### src/logic/btc_pkg.sv
// Purpose: Constants for the backup tamper and RTC calibration output block.
// Assumes: Classic Wishbone slave with 32-bit data, byte addressed, word aligned.
// Notes:   Registers are 16 bits wide and sit in the low half of each word.
package btc_pkg;

  // ***************************************************************
  // Widths and counts
  // ***************************************************************
  localparam int unsigned ADDR_W   = 8;
  localparam int unsigned DATA_W   = 32;
  localparam int unsigned REG_W    = 16;
  localparam int unsigned NUM_DATA = 42;
  localparam int unsigned CAL_W    = 7;
  localparam int unsigned DIV64_W  = 6;
  localparam int unsigned WIN_W    = 20;

  // ***************************************************************
  // Register offsets
  // ***************************************************************
  localparam logic [ADDR_W-1:0] OFS_DATA_LO_FIRST = 8'h04;
  localparam logic [ADDR_W-1:0] OFS_DATA_LO_LAST  = 8'h28;
  localparam logic [ADDR_W-1:0] OFS_CAL_CTRL      = 8'h2C;
  localparam logic [ADDR_W-1:0] OFS_TAMPER_CTRL   = 8'h30;
  localparam logic [ADDR_W-1:0] OFS_TAMPER_STAT   = 8'h34;
  localparam logic [ADDR_W-1:0] OFS_DATA_HI_FIRST = 8'h40;
  localparam logic [ADDR_W-1:0] OFS_DATA_HI_LAST  = 8'hBC;
  localparam int unsigned       DATA_LO_COUNT     = 10;

  // ***************************************************************
  // Field positions
  // ***************************************************************
  localparam int unsigned BIT_PULSE_SEL   = 9;
  localparam int unsigned BIT_PULSE_EN    = 8;
  localparam int unsigned BIT_CAL_CLK_OUT = 7;
  localparam int unsigned BIT_TAMPER_POL  = 1;
  localparam int unsigned BIT_TAMPER_EN   = 0;
  localparam int unsigned BIT_IRQ_FLAG    = 9;
  localparam int unsigned BIT_EVENT_FLAG  = 8;
  localparam int unsigned BIT_IRQ_EN      = 2;
  localparam int unsigned BIT_CLR_IRQ     = 1;
  localparam int unsigned BIT_CLR_EVENT   = 0;

  // ***************************************************************
  // Reset values
  // ***************************************************************
  localparam logic [REG_W-1:0] RST_DATA = 16'h0000;
  localparam logic [CAL_W-1:0] RST_CAL  = 7'h00;

endpackage : btc_pkg

### src/logic/btc_cal_gen.sv
// Purpose: Divide-by-64 calibration clock with pulse skipping per 2^20 window.
// Assumes: rtc_tick_i is a one-cycle enable marking each RTC clock pulse.
// Notes:   Skipped pulses are the first cal_i pulses of each window.
`timescale 1ns/1ps
module btc_cal_gen
  import btc_pkg::*;
(
  input  wire logic              clk_i,
  input  wire logic              rst_i,
  input  wire logic              rtc_tick_i,
  input  wire logic [CAL_W-1:0]  cal_i,
  output logic                   cal_tick_o,
  output logic                   div64_o
);

  logic [WIN_W-1:0]   win_r;
  logic [DIV64_W-1:0] div_r;
  wire                skip_w;
  wire                adv_w;

  // Skip the first cal_i pulses in every window; this slows the clock.
  assign skip_w = (win_r < WIN_W'(cal_i));
  assign adv_w  = rtc_tick_i && !skip_w;

  // Window counter wraps after 2^20 pulses naturally.
  always_ff @(posedge clk_i)
  begin
    if (rst_i)
      win_r <= '0;
    else if (rtc_tick_i)
      win_r <= win_r + 1'b1;
  end

  // The top divider bit is a 50 percent duty clock at RTC/64.
  always_ff @(posedge clk_i)
  begin
    if (rst_i)
    begin
      div_r      <= '0;
      cal_tick_o <= 1'b0;
    end
    else
    begin
      cal_tick_o <= adv_w;
      if (adv_w)
        div_r <= div_r + 1'b1;
    end
  end

  assign div64_o = div_r[DIV64_W-1];

endmodule : btc_cal_gen

### src/logic/btc_top.sv
// Purpose: Tamper detection, backup data words and RTC calibration/pulse output.
// Assumes: All inputs synchronous to clk_i except the tamper pin, which is synchronised.
// Notes:   Backup-domain reset, system reset and supply loss are separate inputs.
//
// Contract
// - Output select 1 routes second pulse to pin; cleared only by backup reset.
// - Output select 0 routes alarm pulse to pin instead.
// - Pulse enable drives selected pulse on pin; cleared only by backup reset.
// - Calibration clock bit drives RTC clock divided by 64 onto pin.
// - Calibration clock bit clears on main supply loss; others kept.
// - Seven-bit field gives pulses skipped in each 2^20 pulse window.
// - Polarity 0 means rising edge is tamper; 1 means falling edge.
// - Tamper enable 1 uses pin for tamper; 0 leaves it ordinary I/O.
// - Every tamper event clears all backup data words to zero.
// - Edges latch while detection disabled and fire once enabled.
// - Clearing polarity and enable together gives a spurious tamper event.
// - Interrupt flag sets on event with enable; clears by strobe or disable.
// - Interrupt flag and enable reset only by system reset or standby wake.
// - Event flag sets on every event, clears only by clear-event strobe; the code also clears it on backup reset.
// - While event flag is set, data words stay zero and ignore writes.
// - Interrupt enable gates the request, effective only with detection enabled.
// - Tamper interrupt never acts as a wake-up source.
// - Clear bits are write-only strobes reading as zero.
//
// Our own choice: the Wishbone register port.
`timescale 1ns/1ps
module btc_top
  import btc_pkg::*;
(
  input  wire logic                clk_i,
  input  wire logic                rst_i,
  input  wire logic                bkp_rst_i,
  input  wire logic                standby_wake_i,
  input  wire logic                vdd_off_i,
  input  wire logic                wb_cyc_i,
  input  wire logic                wb_stb_i,
  input  wire logic                wb_we_i,
  input  wire logic [ADDR_W-1:0]   wb_adr_i,
  input  wire logic [3:0]          wb_sel_i,
  input  wire logic [DATA_W-1:0]   wb_dat_i,
  output logic      [DATA_W-1:0]   wb_dat_o,
  output logic                     wb_ack_o,
  input  wire logic                tamper_pin_i,
  input  wire logic                rtc_tick_i,
  input  wire logic                second_pulse_i,
  input  wire logic                alarm_pulse_i,
  output logic                     pin_o,
  output logic                     pin_oe_o,
  output logic                     tamper_irq_o,
  output logic                     tamper_event_o
);

  import btc_pkg::*;

  // ***************************************************************
  // State
  // ***************************************************************
  logic [REG_W-1:0]  data_r [NUM_DATA];
  logic              pulse_output_select_r;
  logic              pulse_output_enable_r;
  logic              cal_clock_output_r;
  logic [CAL_W-1:0]  cal_r;
  logic              tamper_polarity_r;
  logic              tamper_enable_r;
  logic              tamper_irq_flag_r;
  logic              tamper_event_flag_r;
  logic              tamper_irq_enable_r;
  logic              sync1_r;
  logic              sync2_r;
  logic              pend_r;
  logic              level_prev_r;
  logic              div64;

  // ***************************************************************
  // Bus decode
  // ***************************************************************
  wire        req_w      = wb_cyc_i && wb_stb_i && !wb_ack_o;
  wire        wr_w       = req_w && wb_we_i;
  wire        lo_w       = wb_sel_i[0];
  wire        hi_w       = wb_sel_i[1];
  wire        hit_cal_w  = (wb_adr_i == OFS_CAL_CTRL);
  wire        hit_tpc_w  = (wb_adr_i == OFS_TAMPER_CTRL);
  wire        hit_tps_w  = (wb_adr_i == OFS_TAMPER_STAT);
  wire        in_lo_w    = (wb_adr_i >= OFS_DATA_LO_FIRST) && (wb_adr_i <= OFS_DATA_LO_LAST);
  wire        in_hi_w    = (wb_adr_i >= OFS_DATA_HI_FIRST) && (wb_adr_i <= OFS_DATA_HI_LAST);
  wire        aligned_w  = (wb_adr_i[1:0] == 2'b00);
  wire [5:0]  word_w     = wb_adr_i[7:2];
  wire [5:0]  idx_lo_w   = 6'(word_w - 6'h01);
  wire [5:0]  idx_hi_w   = 6'(word_w - 6'h10 + 6'(DATA_LO_COUNT));
  wire        data_hit_w = aligned_w && (in_lo_w || in_hi_w);
  wire [5:0]  idx_w      = in_lo_w ? idx_lo_w : idx_hi_w;
  wire [REG_W-1:0] wdat_w = wb_dat_i[REG_W-1:0];

  // ***************************************************************
  // Tamper detection
  // ***************************************************************
  // Only the second flop is looked at, to keep metastability away.
  always_ff @(posedge clk_i)
  begin
    sync1_r <= tamper_pin_i;
    sync2_r <= sync1_r;
  end

  // The active level folds polarity in, so one edge detector serves both senses.
  wire level_w = sync2_r ^ tamper_polarity_r;
  wire edge_w  = level_w && !level_prev_r;
  // Write to control register this cycle, decoded for polarity and enable.
  wire tpc_wr_w   = wr_w && hit_tpc_w && lo_w;
  wire both_clr_w = tpc_wr_w && tamper_polarity_r && tamper_enable_r
                    && !wdat_w[BIT_TAMPER_POL] && !wdat_w[BIT_TAMPER_EN];
  // Pending memory fires as soon as detection is on.
  wire event_w = (tamper_enable_r && (pend_r || edge_w)) || both_clr_w;

  // Edges are remembered only while detection is disabled and consumed by an event.
  always_ff @(posedge clk_i)
  begin
    if (bkp_rst_i)
    begin
      level_prev_r <= 1'b0;
      pend_r       <= 1'b0;
    end
    else
    begin
      level_prev_r <= level_w;
      if (edge_w && !tamper_enable_r)
        pend_r <= 1'b1;
      else if (event_w)
        pend_r <= 1'b0;
    end
  end

  // ***************************************************************
  // Status flags
  // ***************************************************************
  wire tps_wr_w = wr_w && hit_tps_w && lo_w;
  wire clr_ev_w = tps_wr_w && wdat_w[BIT_CLR_EVENT];
  wire clr_iq_w = tps_wr_w && wdat_w[BIT_CLR_IRQ];
  wire ie_nxt   = tps_wr_w ? wdat_w[BIT_IRQ_EN] : tamper_irq_enable_r;

  // Event flag sits in the backup domain; a new event beats a clear.
  always_ff @(posedge clk_i)
  begin
    if (bkp_rst_i)
      tamper_event_flag_r <= 1'b0;
    else if (event_w)
      tamper_event_flag_r <= 1'b1;
    else if (clr_ev_w)
      tamper_event_flag_r <= 1'b0;
  end

  // Interrupt state resets only with the system or a standby wake.
  always_ff @(posedge clk_i)
  begin
    if (rst_i || standby_wake_i)
    begin
      tamper_irq_enable_r <= 1'b0;
      tamper_irq_flag_r   <= 1'b0;
    end
    else
    begin
      tamper_irq_enable_r <= ie_nxt;
      if (!ie_nxt)
        tamper_irq_flag_r <= 1'b0;
      else if (event_w && tamper_irq_enable_r)
        tamper_irq_flag_r <= 1'b1;
      else if (clr_iq_w)
        tamper_irq_flag_r <= 1'b0;
    end
  end

  // Level request only; it has no path into any wake-up logic.
  always_ff @(posedge clk_i)
  begin
    if (rst_i)
    begin
      tamper_irq_o   <= 1'b0;
      tamper_event_o <= 1'b0;
    end
    else
    begin
      tamper_irq_o   <= tamper_irq_flag_r && tamper_irq_enable_r && tamper_enable_r;
      tamper_event_o <= tamper_event_flag_r;
    end
  end

  // ***************************************************************
  // Control registers
  // ***************************************************************
  wire cal_wr_w = wr_w && hit_cal_w;

  // Backup-domain controls; the clock output bit also drops on supply loss.
  always_ff @(posedge clk_i)
  begin
    if (bkp_rst_i)
    begin
      pulse_output_select_r <= 1'b0;
      pulse_output_enable_r <= 1'b0;
      cal_clock_output_r    <= 1'b0;
      cal_r                 <= RST_CAL;
      tamper_polarity_r     <= 1'b0;
      tamper_enable_r       <= 1'b0;
    end
    else
    begin
      if (vdd_off_i)
        cal_clock_output_r <= 1'b0;
      else if (cal_wr_w && lo_w)
        cal_clock_output_r <= wdat_w[BIT_CAL_CLK_OUT];
      if (cal_wr_w && lo_w)
        cal_r <= wdat_w[CAL_W-1:0];
      if (cal_wr_w && hi_w)
      begin
        pulse_output_select_r <= wdat_w[BIT_PULSE_SEL];
        pulse_output_enable_r <= wdat_w[BIT_PULSE_EN];
      end
      if (tpc_wr_w)
      begin
        tamper_polarity_r <= wdat_w[BIT_TAMPER_POL];
        tamper_enable_r   <= wdat_w[BIT_TAMPER_EN];
      end
    end
  end

  // ***************************************************************
  // Backup data words
  // ***************************************************************
  // Each word clears on an event and stays locked while the event flag stands.
  genvar gi;
  generate
    for (gi = 0; gi < NUM_DATA; gi++)
    begin : g_data
      wire sel_w = wr_w && data_hit_w && (idx_w == 6'(gi));
      always_ff @(posedge clk_i)
      begin
        if (bkp_rst_i || event_w || tamper_event_flag_r)
          data_r[gi] <= RST_DATA;
        else if (sel_w)
        begin
          if (lo_w)
            data_r[gi][7:0] <= wdat_w[7:0];
          if (hi_w)
            data_r[gi][15:8] <= wdat_w[15:8];
        end
      end
    end
  endgenerate

  // ***************************************************************
  // Read mux and acknowledge
  // ***************************************************************
  logic [REG_W-1:0] rd_w;
  always_comb
  begin
    rd_w = '0;
    if (data_hit_w)
      rd_w = data_r[idx_w];
    else if (hit_cal_w)
      rd_w = {6'h00, pulse_output_select_r, pulse_output_enable_r, cal_clock_output_r, cal_r};
    else if (hit_tpc_w)
      rd_w = {14'h0000, tamper_polarity_r, tamper_enable_r};
    else if (hit_tps_w)
      rd_w = {6'h00, tamper_irq_flag_r, tamper_event_flag_r, 5'h00, tamper_irq_enable_r, 2'b00};
  end

  // One wait-free answer per request; unmapped addresses read zero.
  always_ff @(posedge clk_i)
  begin
    if (rst_i)
    begin
      wb_ack_o <= 1'b0;
      wb_dat_o <= '0;
    end
    else
    begin
      wb_ack_o <= req_w;
      wb_dat_o <= req_w ? {16'h0000, rd_w} : '0;
    end
  end

  // ***************************************************************
  // Pin output
  // ***************************************************************
  btc_cal_gen u_cal
  (
    .clk_i      (clk_i),
    .rst_i      (bkp_rst_i),
    .rtc_tick_i (rtc_tick_i),
    .cal_i      (cal_r),
    .cal_tick_o (),
    .div64_o    (div64)
  );

  // Tamper mode owns the pin as input; the calibration clock wins over pulses.
  wire pulse_w = pulse_output_select_r ? second_pulse_i : alarm_pulse_i;
  always_ff @(posedge clk_i)
  begin
    if (rst_i)
    begin
      pin_o    <= 1'b0;
      pin_oe_o <= 1'b0;
    end
    else
    begin
      pin_oe_o <= !tamper_enable_r && (cal_clock_output_r || pulse_output_enable_r);
      pin_o    <= cal_clock_output_r ? div64 : (pulse_output_enable_r && pulse_w);
    end
  end

endmodule : btc_top

### config.mk
export PLATFORM = sky130hd
export DESIGN_NAME = btc_top
export DESIGN_NICKNAME = d
export VERILOG_FILES = /design/src/logic/btc_pkg.sv /design/src/logic/btc_cal_gen.sv /design/src/logic/btc_top.sv
export SDC_FILE = /design/constraint.sdc
export NUM_CORES = 1
export LEC_CHECK = 0
export ABC_AREA = 1
export BUFFER_PORTS_ARGS = -buffer_cell sky130_fd_sc_hd__buf_2
export CORE_ASPECT_RATIO = 0.9
export CORE_MARGIN = 4
export CORE_UTILIZATION = 45
export CTS_CLUSTER_DIAMETER = 150
export DETAILED_ROUTE_END_ITERATION = 10
export HOLD_SLACK_MARGIN = 0.05
export SETUP_SLACK_MARGIN = 0.5
export SLEW_MARGIN = 5
export SYNTH_ARGS = -nofsm -noshare
export SYNTH_HDL_FRONTEND = slang
export SYNTH_HIERARCHICAL = 1
export SYNTH_SLANG_ARGS = --single-unit
export TNS_END_PERCENT = 5
### constraint.sdc
create_clock -name clk_i -period 3.8 [get_ports clk_i]
set_input_delay 0.19 -clock clk_i [delete_from_list [all_inputs] [get_ports clk_i]]
set_output_delay 0.19 -clock clk_i [all_outputs]
set_load 0.05 [all_outputs]
# [Word-level counts from Yosys, hierarchy flattened]
# Memories as Yosys holds them, arrays and structs flattened.
# Cells that the tools add are included.
[word_totals] register_bits=82 mem_bits_rw=672 in_bits=56 output_inout_bits=37 elab_cells=610 n_memories=1
[op_classes] addsub=5 magnitude_cmp=5 eq_ne=44 mux=354 bitwise=87 n_reduce_logical=92
[mem_list] memory="data_r" depth=42 width=16 rd=1 rd_clocked_by_memory_dff=0 write_ports=42 line_no="btc_top.sv:58" source="logic [REG_W-1:0] data_r [NUM_DATA];"
[op_table] operator="8-bit 2-to-1 mux" n=84
[op_table] operator="1-bit 2-to-1 mux" n=265
[op_table] operator="6-bit by 5-bit == test with 1-bit output, second input constant" n=16
[op_table] operator="1-bit OR" n=84
[op_table] operator="1-bit logical AND" n=71
[op_table] operator="6-bit == test, second input constant" n=10
[op_table] operator="6-bit by 4-bit == test with 1-bit output, second input constant" n=8
[op_table] operator="10-bit 2-to-1 mux" n=3
[op_table] operator="6-bit by 3-bit == test with 1-bit output, second input constant" n=4
[op_table] operator="8-bit by 6-bit == test with 1-bit output, second input constant" n=3
[op_table] operator="20-bit by 1-bit adder with 20-bit output, second input constant" n=1
[op_table] operator="20-bit by 7-bit < comparator with 1-bit output" n=1
[op_table] operator="16-bit 2-to-1 mux" n=1
[op_table] operator="6-bit by 2-bit == test with 1-bit output, second input constant" n=2
[op_table] operator="8-bit by 3-bit >= comparator with 1-bit output, second input constant" n=1
[op_table] operator="8-bit by 7-bit >= comparator with 1-bit output, second input constant" n=1
[op_table] operator="8-bit by 6-bit less-or-equal comparator with 1-bit output, second input constant" n=1
[op_table] operator="8-bit less-or-equal comparator, second input constant" n=1
[op_table] operator="1-bit logical OR" n=7
[op_table] operator="6-bit by 1-bit adder with 6-bit output, second input constant" n=1
[op_table] operator="6-bit by 4-bit adder with 6-bit output, second input constant" n=1
[op_table] operator="6-bit by 1-bit == test with 1-bit output, second input constant" n=1
[op_table] operator="1-bit zero test" n=6
[op_table] operator="6-bit zero test" n=1
[op_table] operator="8 further kinds" n=13

# [Logic depth before layout (Yosys ltp)]
# Gate-level depths: netlist (run 1).
[logic_depth] depth_word=15 mapped_depth=21 ltp_nobuf=18

# [Cells and area by module]
# Netlist (run 1), hierarchy kept.
[by_module_without_submodules] module="btc_top" n_inst=1 cells_per_inst=3919 area_per_inst_um2=33946.3 seq_area_each_um2=20980.1
[by_module_without_submodules] module="btc_cal_gen" n_inst=1 cells_per_inst=221 area_per_inst_um2=1542.7 seq_area_each_um2=540.5

# [Least setup slack after synthesis (run 1)]
# OpenSTA, ideal clock, no wires.
[synth_timing] path_kind="input-to-reg" from="input wb_adr_i[2]" to="memory data_r[10][0], enable pin" setup_ps=384 arrival_ps=2606 t_required_ps=3416 setup_slack_ps=810 cell_stages=14 path_buffers=1 path_cell_list="inv_1 > ha_1 > nand2_1 > nor2_1 > nand3_1 > nand2_4 > inv_2 > o21ai_1 > xor2_2 > nand2_1 > inv_1 > clkbuf_1 > nand3_1 > o21ai_0"
[synth_lines] item="start: declaration" line_no="btc_top.sv:38" source="input wire logic [ADDR_W-1:0] wb_adr_i,"
[synth_lines] item="end: declaration" line_no="btc_top.sv:58"

==> reports/qor.yml, run 1 <==
grt_use_met3_pct: 4.53
first_global_vias: 26531
finalSetupViolCount: 0
placedCellCount: 5091
power_leakage_uw: 0.0173
grt_pass1_wl_mm: 155
worstReg2RegEnd: "data_r[8][7]"
track_usage_pct: 24.2
grt.met1_usage_pct: 32.8
fp.dieH_um: 274
grt_overflow: 0
peakVddDrop_mv: 0.470
drc: 0
finalCritPeriodShare_pct: 80.0
max_freq_mhz: 329
grt.met2_usage_pct: 39.5
h-tree-depth: 3
hold-worst-slack_ns: 0.118
finalWeightedCongestion: 0.836
worst_pin_slew_ns: 1.21
die_x_um: 304
critPathLaunchType: "input port"
drt_iter0_drc: 2728
period_needed_ns: 3.04
grt_max_degree: 113
rows: 97
cts_root_buf: "clkbuf_16"
numCtsBuffers: 79
arrival_ns: 3.37
worstPathRequired_ns: 4.13
synthCells: 4138
antenna_found_initial: 3
start_util_pct: 45.4
critPathKind: "input port to flip-flop"
port_buffers: 58
finalNonFillerCells: 5255
r2r_cells: 13
hold_violations: 0
vias: 27579
finalPower_uw: 18700
cts.sinks: 738
seq_area_um2: 21500
cp_max_fo: 14
min_to: "pulse_output_enable_r"
finalWirelength_mm: 102
skew_ns: 0.0166
finalSetupTns_ns: 0
hold_class: "input port to flip-flop"
routed_via_density: 5.25
dr.pass1.iters: 5
avgSynthCellArea_um2: 8.57
tritoncts: "built"
outcome: "finished clean"
grt_setup_unrepaired: "false"
powerDensity_nw_per_um2: 470
max-slew-margin-rel_pct: 19.3
syn2layout_area_growth_pct: 12.2
drive_above_1_share_pct: 8.57
dp.final_hpwl_mm: 64.0
worstHoldStart: "wb_we_i"
globalRoute.busiestLayer: "met2"
drv_slew: 0
end_kind: "flip-flop"
ys_warn_count: 6
cts_buffer_depth: 3
dieArea_um2: 83400
hold_depth: 6
cap_violations: 0
nets: 4221
netlist_area_um2: 35500
r2r_start: "wb_ack_o"
multi_input_area_um2: 12700
cts.clk_slew.worst_paths_ns: 0.06
fillers: 7296
ios: 93
post-route-worst-setup-slack_ns: 0.761
wl_per_cell_um: 19.3
place_ws_ns: 0.204
antenna_left: 0
design.core.area_um2: 78000
clock_latency_ns: 0.63
rrSetupSlack_ns: 0.83
[layout by cell type, fill, tap and decap left out, types with 2 or more instances in the layout]
cell type	count
nand2_1	1797
dlygate4sd3_1	14
a2111oi_0	2
nor2_1	762
clkbuf_1	20
o21ai_1	3
edfxtp_1	672
clkbuf_16	86
o21ai_2	3
o21ai_0	78
a21oi_1	34
bufinv_16	2
clkinv_1	16
ha_1	15
diode_2	2
a32o_1	2
inv_6	3
buf_12	17
xnor2_1	5
nor3_2	14
nand4_1	50
clkinv_2	13
nor3_4	2
buf_4	92
inv_2	24
nor2_4	9
xor2_1	10
and3_1	2
nor2_2	13
conb_1	16
nand3_2	6
nor3_1	7
dfxtp_1	66
inv_1	58
clkbuf_8	6
nand3_1	212
nand2_4	6
buf_2	58
[power by group]
group	internal [uW]	total, uW	switching [uW]
clock network	4370	7550	3180
logic	461	1970	1510
registers	9080	9160	71.9
[layer usage]
metal,wire [um],up-vias
met2,46900,922
met5,30,-
li1,-,13395
met3,7890,179
met4,3140,4
met1,43600,13079
[per-stage QoR]
| stage | utilization (%) | area (um^2) |
|---|---|---|
| after floorplan | - | 35500 |
| after CTS | 50.9 | 39700 |
| after global placement | 47.5 | 37100 |
| after detailed placement | 47.5 | 37100 |
| final | 51.0 | 39800 |
| after global routing | 51.0 | 39800 |
[worst max path at each step]
| stage | start | depth (start not counted) | slack [ns] | endpoint |
|---|---|---|---|---|
| finish | wb_adr_i[2] | 15 | 0.76 | data_r[11][14] |
| global route | wb_adr_i[2] | 15 | 0.56 | data_r[13][6] |
| CTS | wb_ack_o | 13 | 0.71 | data_r[37][10] |
| detailed placement | wb_adr_i[2] | 15 | 0.20 | data_r[11][12] |
| global placement | wb_adr_i[2] | 15 | 0.30 | data_r[14][13] |
| floorplan | wb_adr_i[2] | 14 | 0.81 | data_r[10][0] |
[registers in the layout, summed over array words and instances, names as in the netlist, 6 cells and up]
register / count
cal_r: 7
data_r: 672
u_cal/div_r: 6
u_cal/win_r: 20
wb_dat_o: 16
[area by class of cell]
| cell class | count | area share, % |
|---|---|---|
| Multi-Input combinational cell | 3064 | 31.8 |
| Clock buffer | 113 | 5.82 |
| Tap cell | 1039 | 3.27 |
| Clock inverter | 32 | 0.522 |
| Timing Repair Buffer | 181 | 3.67 |
| Antenna cell | 2 | 0.0126 |
| Sequential cell | 738 | 54.1 |
| Inverter | 86 | 0.818 |
[critical path: stages]
cell	delay, ns
buf_2	0.14
inv_1	0.20
ha_1	0.22
nand2_1	0.07
nor2_1	0.08
nand3_1	0.17
nand2_4	0.20
inv_2	0.06
o21ai_1	0.19
xor2_2	0.31
nand2_1	0.21
inv_1	0.42
nand3_1	0.37
o21ai_0	0.29
buf_4	0.22
[what timing repair did]
action,4_1_cts,5_1_grt
resized for setup,0,0
buffers inserted,0,2
hold buffers,14,0
hold endpoints to repair,33,0
endpoints found under the setup margin,0,70
No activity file was read; power rests on OpenSTA's default activity.
==> run 2, diff against run 1 <==
Settings changed: ABC_AREA 1 to 0.
Clock period 3.8 ns to 2.6 ns, I/O delays scaled along.
==> run 2 against run 1 <==
The flow now finishes with violations (negative setup slack); sequential share of layout area shrank 8.7 points; combinational power grew to 2.6 times the previous value; first-iteration DRC count grew 46%; synthesized cell count shrank 22%; global-route usage grew 5.6 points.
==> reports/qor.yml, run 2 <==
rows: 98  # was 97
finalPower_uw: 30600  # was 18700 uW
drt_iter0_drc: 3978  # was 2728
ys_warn_count: 6  # unchanged
place_ws_ns: -1.01  # was 0.204 ns
drv_slew: 0  # unchanged
layout_commonest_cell: "edfxtp_1"  # was nand2_1
arrival_ns: 3.16  # was 3.37 ns
skew_ns: 0.0147  # was 0.0166 ns
worst_pin_slew_ns: 0.721  # was 1.21 ns
place_area_um2: 41300  # was 37100 um^2
period_needed_ns: 2.61
finalWirelength_mm: 130  # was 102 mm
synthCells: 3231  # was 4138
fp.dieH_um: 276  # was 274 um
path_cells: "buf_12 -> clkinv_8 -> ha_4 -> or3b_4 -> buf_6 -> or4b_4 -> o211ai_4 -> buf_12 -> bufbuf_16 -> nand2_1 -> nand3_1 -> nand3_1 -> a21oi_1 -> o21a_1 -> o31a_1"  # was buf_2 -> inv_1 -> ha_1 -> nand2_1 -> nor2_1 -> nand3_1 -> nand2_4 -> inv_2 -> o21ai_1 -> xor2_2 -> nand2_1 -> inv_1 -> nand3_1 -> o21ai_0 -> buf_4
dp.final_hpwl_mm: 89.6  # was 64.0 mm
h-tree-depth: 3  # unchanged
grt_pass1_wl_mm: 187  # was 155 mm
port_buffers: 58  # unchanged
track_usage_pct: 29.7  # was 24.2%
antenna_left: 0  # unchanged
cp_slowest_stage_delay_ns: 0.55  # was 0.42 ns
cts_buffer_depth: 3  # unchanged
numCtsBuffers: 80  # was 79
cts_root_buf: "clkbuf_16"  # unchanged
grt_overflow: 0  # unchanged
post-route-worst-setup-slack_ns: -0.0127  # was 0.761 ns
finalNonFillerCells: 4785  # was 5255
clock_latency_ns: 0.64  # was 0.63 ns
avgSynthCellArea_um2: 11.1  # was 8.57 um^2
drive_above_1_share_pct: 30.0  # was 8.57%
cap_violations: 0  # unchanged
peakVddDrop_mv: 0.566  # was 0.470 mV
critPathLaunchType: "input port"  # unchanged
max_freq_mhz: 383
violations: "negative setup slack"
hold_class: "input port to flip-flop"  # unchanged
cp_num_buf_inv: 5  # unchanged
first_global_vias: 27610  # was 26531
die_x_um: 306  # was 304 um
max-slew-margin-rel_pct: 52.0  # was 19.3%
dieArea_um2: 84500  # was 83400 um^2
ios: 93  # unchanged
syn2layout_area_growth_pct: 31.8  # was 12.2%
final_cell_mix: "672 x edfxtp_1, 542 x nand2_1, 510 x nor2_1"  # was 1797 x nand2_1, 762 x nor2_1, 672 x edfxtp_1
placedCellCount: 4555  # was 5091
cp_max_fo: 15  # was 14
finalWeightedCongestion: 0.970  # was 0.836
netlist_area_um2: 36000  # was 35500 um^2
fillers: 6251  # was 7296
cts.sinks: 738  # unchanged
worstPathRequired_ns: 3.15  # was 4.13 ns
finalCritPeriodShare_pct: 100
grt_setup_unrepaired: "true"  # was false
largest_registers: "data_r (672), u_cal/win_r (20), wb_dat_o (16)"  # unchanged
tritoncts: "built"  # unchanged
end_kind: "flip-flop"  # unchanged
critPathKind: "input port to flip-flop"  # unchanged
finish.instance_area_um2: 47400  # was 39800 um^2
antenna_found_initial: 3  # unchanged
start_util_pct: 45.3  # was 45.4%
powerDensity_nw_per_um2: 645  # was 470 nW/um^2
largest_reg_flops: 672  # unchanged
finalSetupViolCount: 1  # was 0
regMostFlops: "data_r"  # unchanged
crit_slowest_cell: "or4b_4"  # was inv_1
hold-worst-slack_ns: 0.0808  # was 0.118 ns
crit_family: "simple AND/OR/NAND/NOR gates"  # unchanged
design.core.area_um2: 79300  # was 78000 um^2
vias: 28657  # was 27579
wl_per_cell_um: 27.2  # was 19.3 um
hold_violations: 0  # unchanged
cts.clk_slew.worst_paths_ns: 0.06  # about the same
grt_max_degree: 52  # was 113
power_leakage_uw: 0.0174  # was 0.0173 uW
nets: 3740  # was 4221
routed_via_density: 5.99  # was 5.25
dr.pass1.iters: 6  # was 5
drc: 0  # unchanged
outcome: "finished with violations"  # was finished clean
==> run 2: path summary, 6_finish.rpt <==
check               from            end  slack (ns)  depth (start not counted)
min            bkp_rst_i       cal_r[0]        0.08                          3
max          wb_adr_i[3]   wb_dat_o[15]       -0.01                         15
max reg2reg      sync2_r  data_r[17][5]        0.17                         12
min reg2reg      sync1_r        sync2_r        0.34                          0
==> run 2: per-stage QoR <==
step	utilization [%]	setup TNS [ns]
6_report	59.8	-0.0127
5_1_grt	59.7	-0.259
4_1_cts	57.8	0
3_5_place_dp	52.0	-833.10
3_3_place_gp	52.0	-802.06
2_1_floorplan	-	-953.68
==> run 2: worst min-delay path, delay by kind of cell <==
family | cells | cell delay, ns
AND/OR/NAND/NOR | 1 | 0.14
buffers and inverters | 2 | 0.40
==> run 2: timing repair <==
action / in CTS / in global routing
buffers inserted: 35 / 14
pin swaps: 47 / 103
gates cloned: 16 / 7
endpoints found under the hold margin: 19 / 0
resized for setup: 201 / 334
setup endpoints to repair: 1360 / 1367
hold buffers: 10 / 0
==> run 2: cell type report <==
class / count / area (um^2) / area share, %
multi-input combinational: 2239 / 15200 / 32.0
tap: 1050 / 1310 / 2.77
clock inverter: 44 / 544 / 1.15
sequential: 738 / 21500 / 45.4
antenna: 1 / 2.50 / 0.00528
clock buffer: 103 / 2180 / 4.60
timing repair buffer: 597 / 6600 / 13.9
inverter: 13 / 73.8 / 0.156
==> run 2: per-layer routing <==
metal	GRT usage, %	up-vias	part of all wire, %
met1	43.1	14285	41
met5	0	-	0.0092
met4	8.65	2	2.5
li1	-	12393	-
met3	6.96	261	12
met2	44.8	1716	45
==> run 2: power breakdown <==
| group | internal [uW] | switching (uW) | total [uW] | leakage (uW) |
|---|---|---|---|---|
| combinational | 2130 | 3020 | 5150 | 0.00873 |
| sequential | 13300 | 188 | 13500 | 0.00733 |
| clock | 7050 | 4850 | 11900 | 0.00133 |
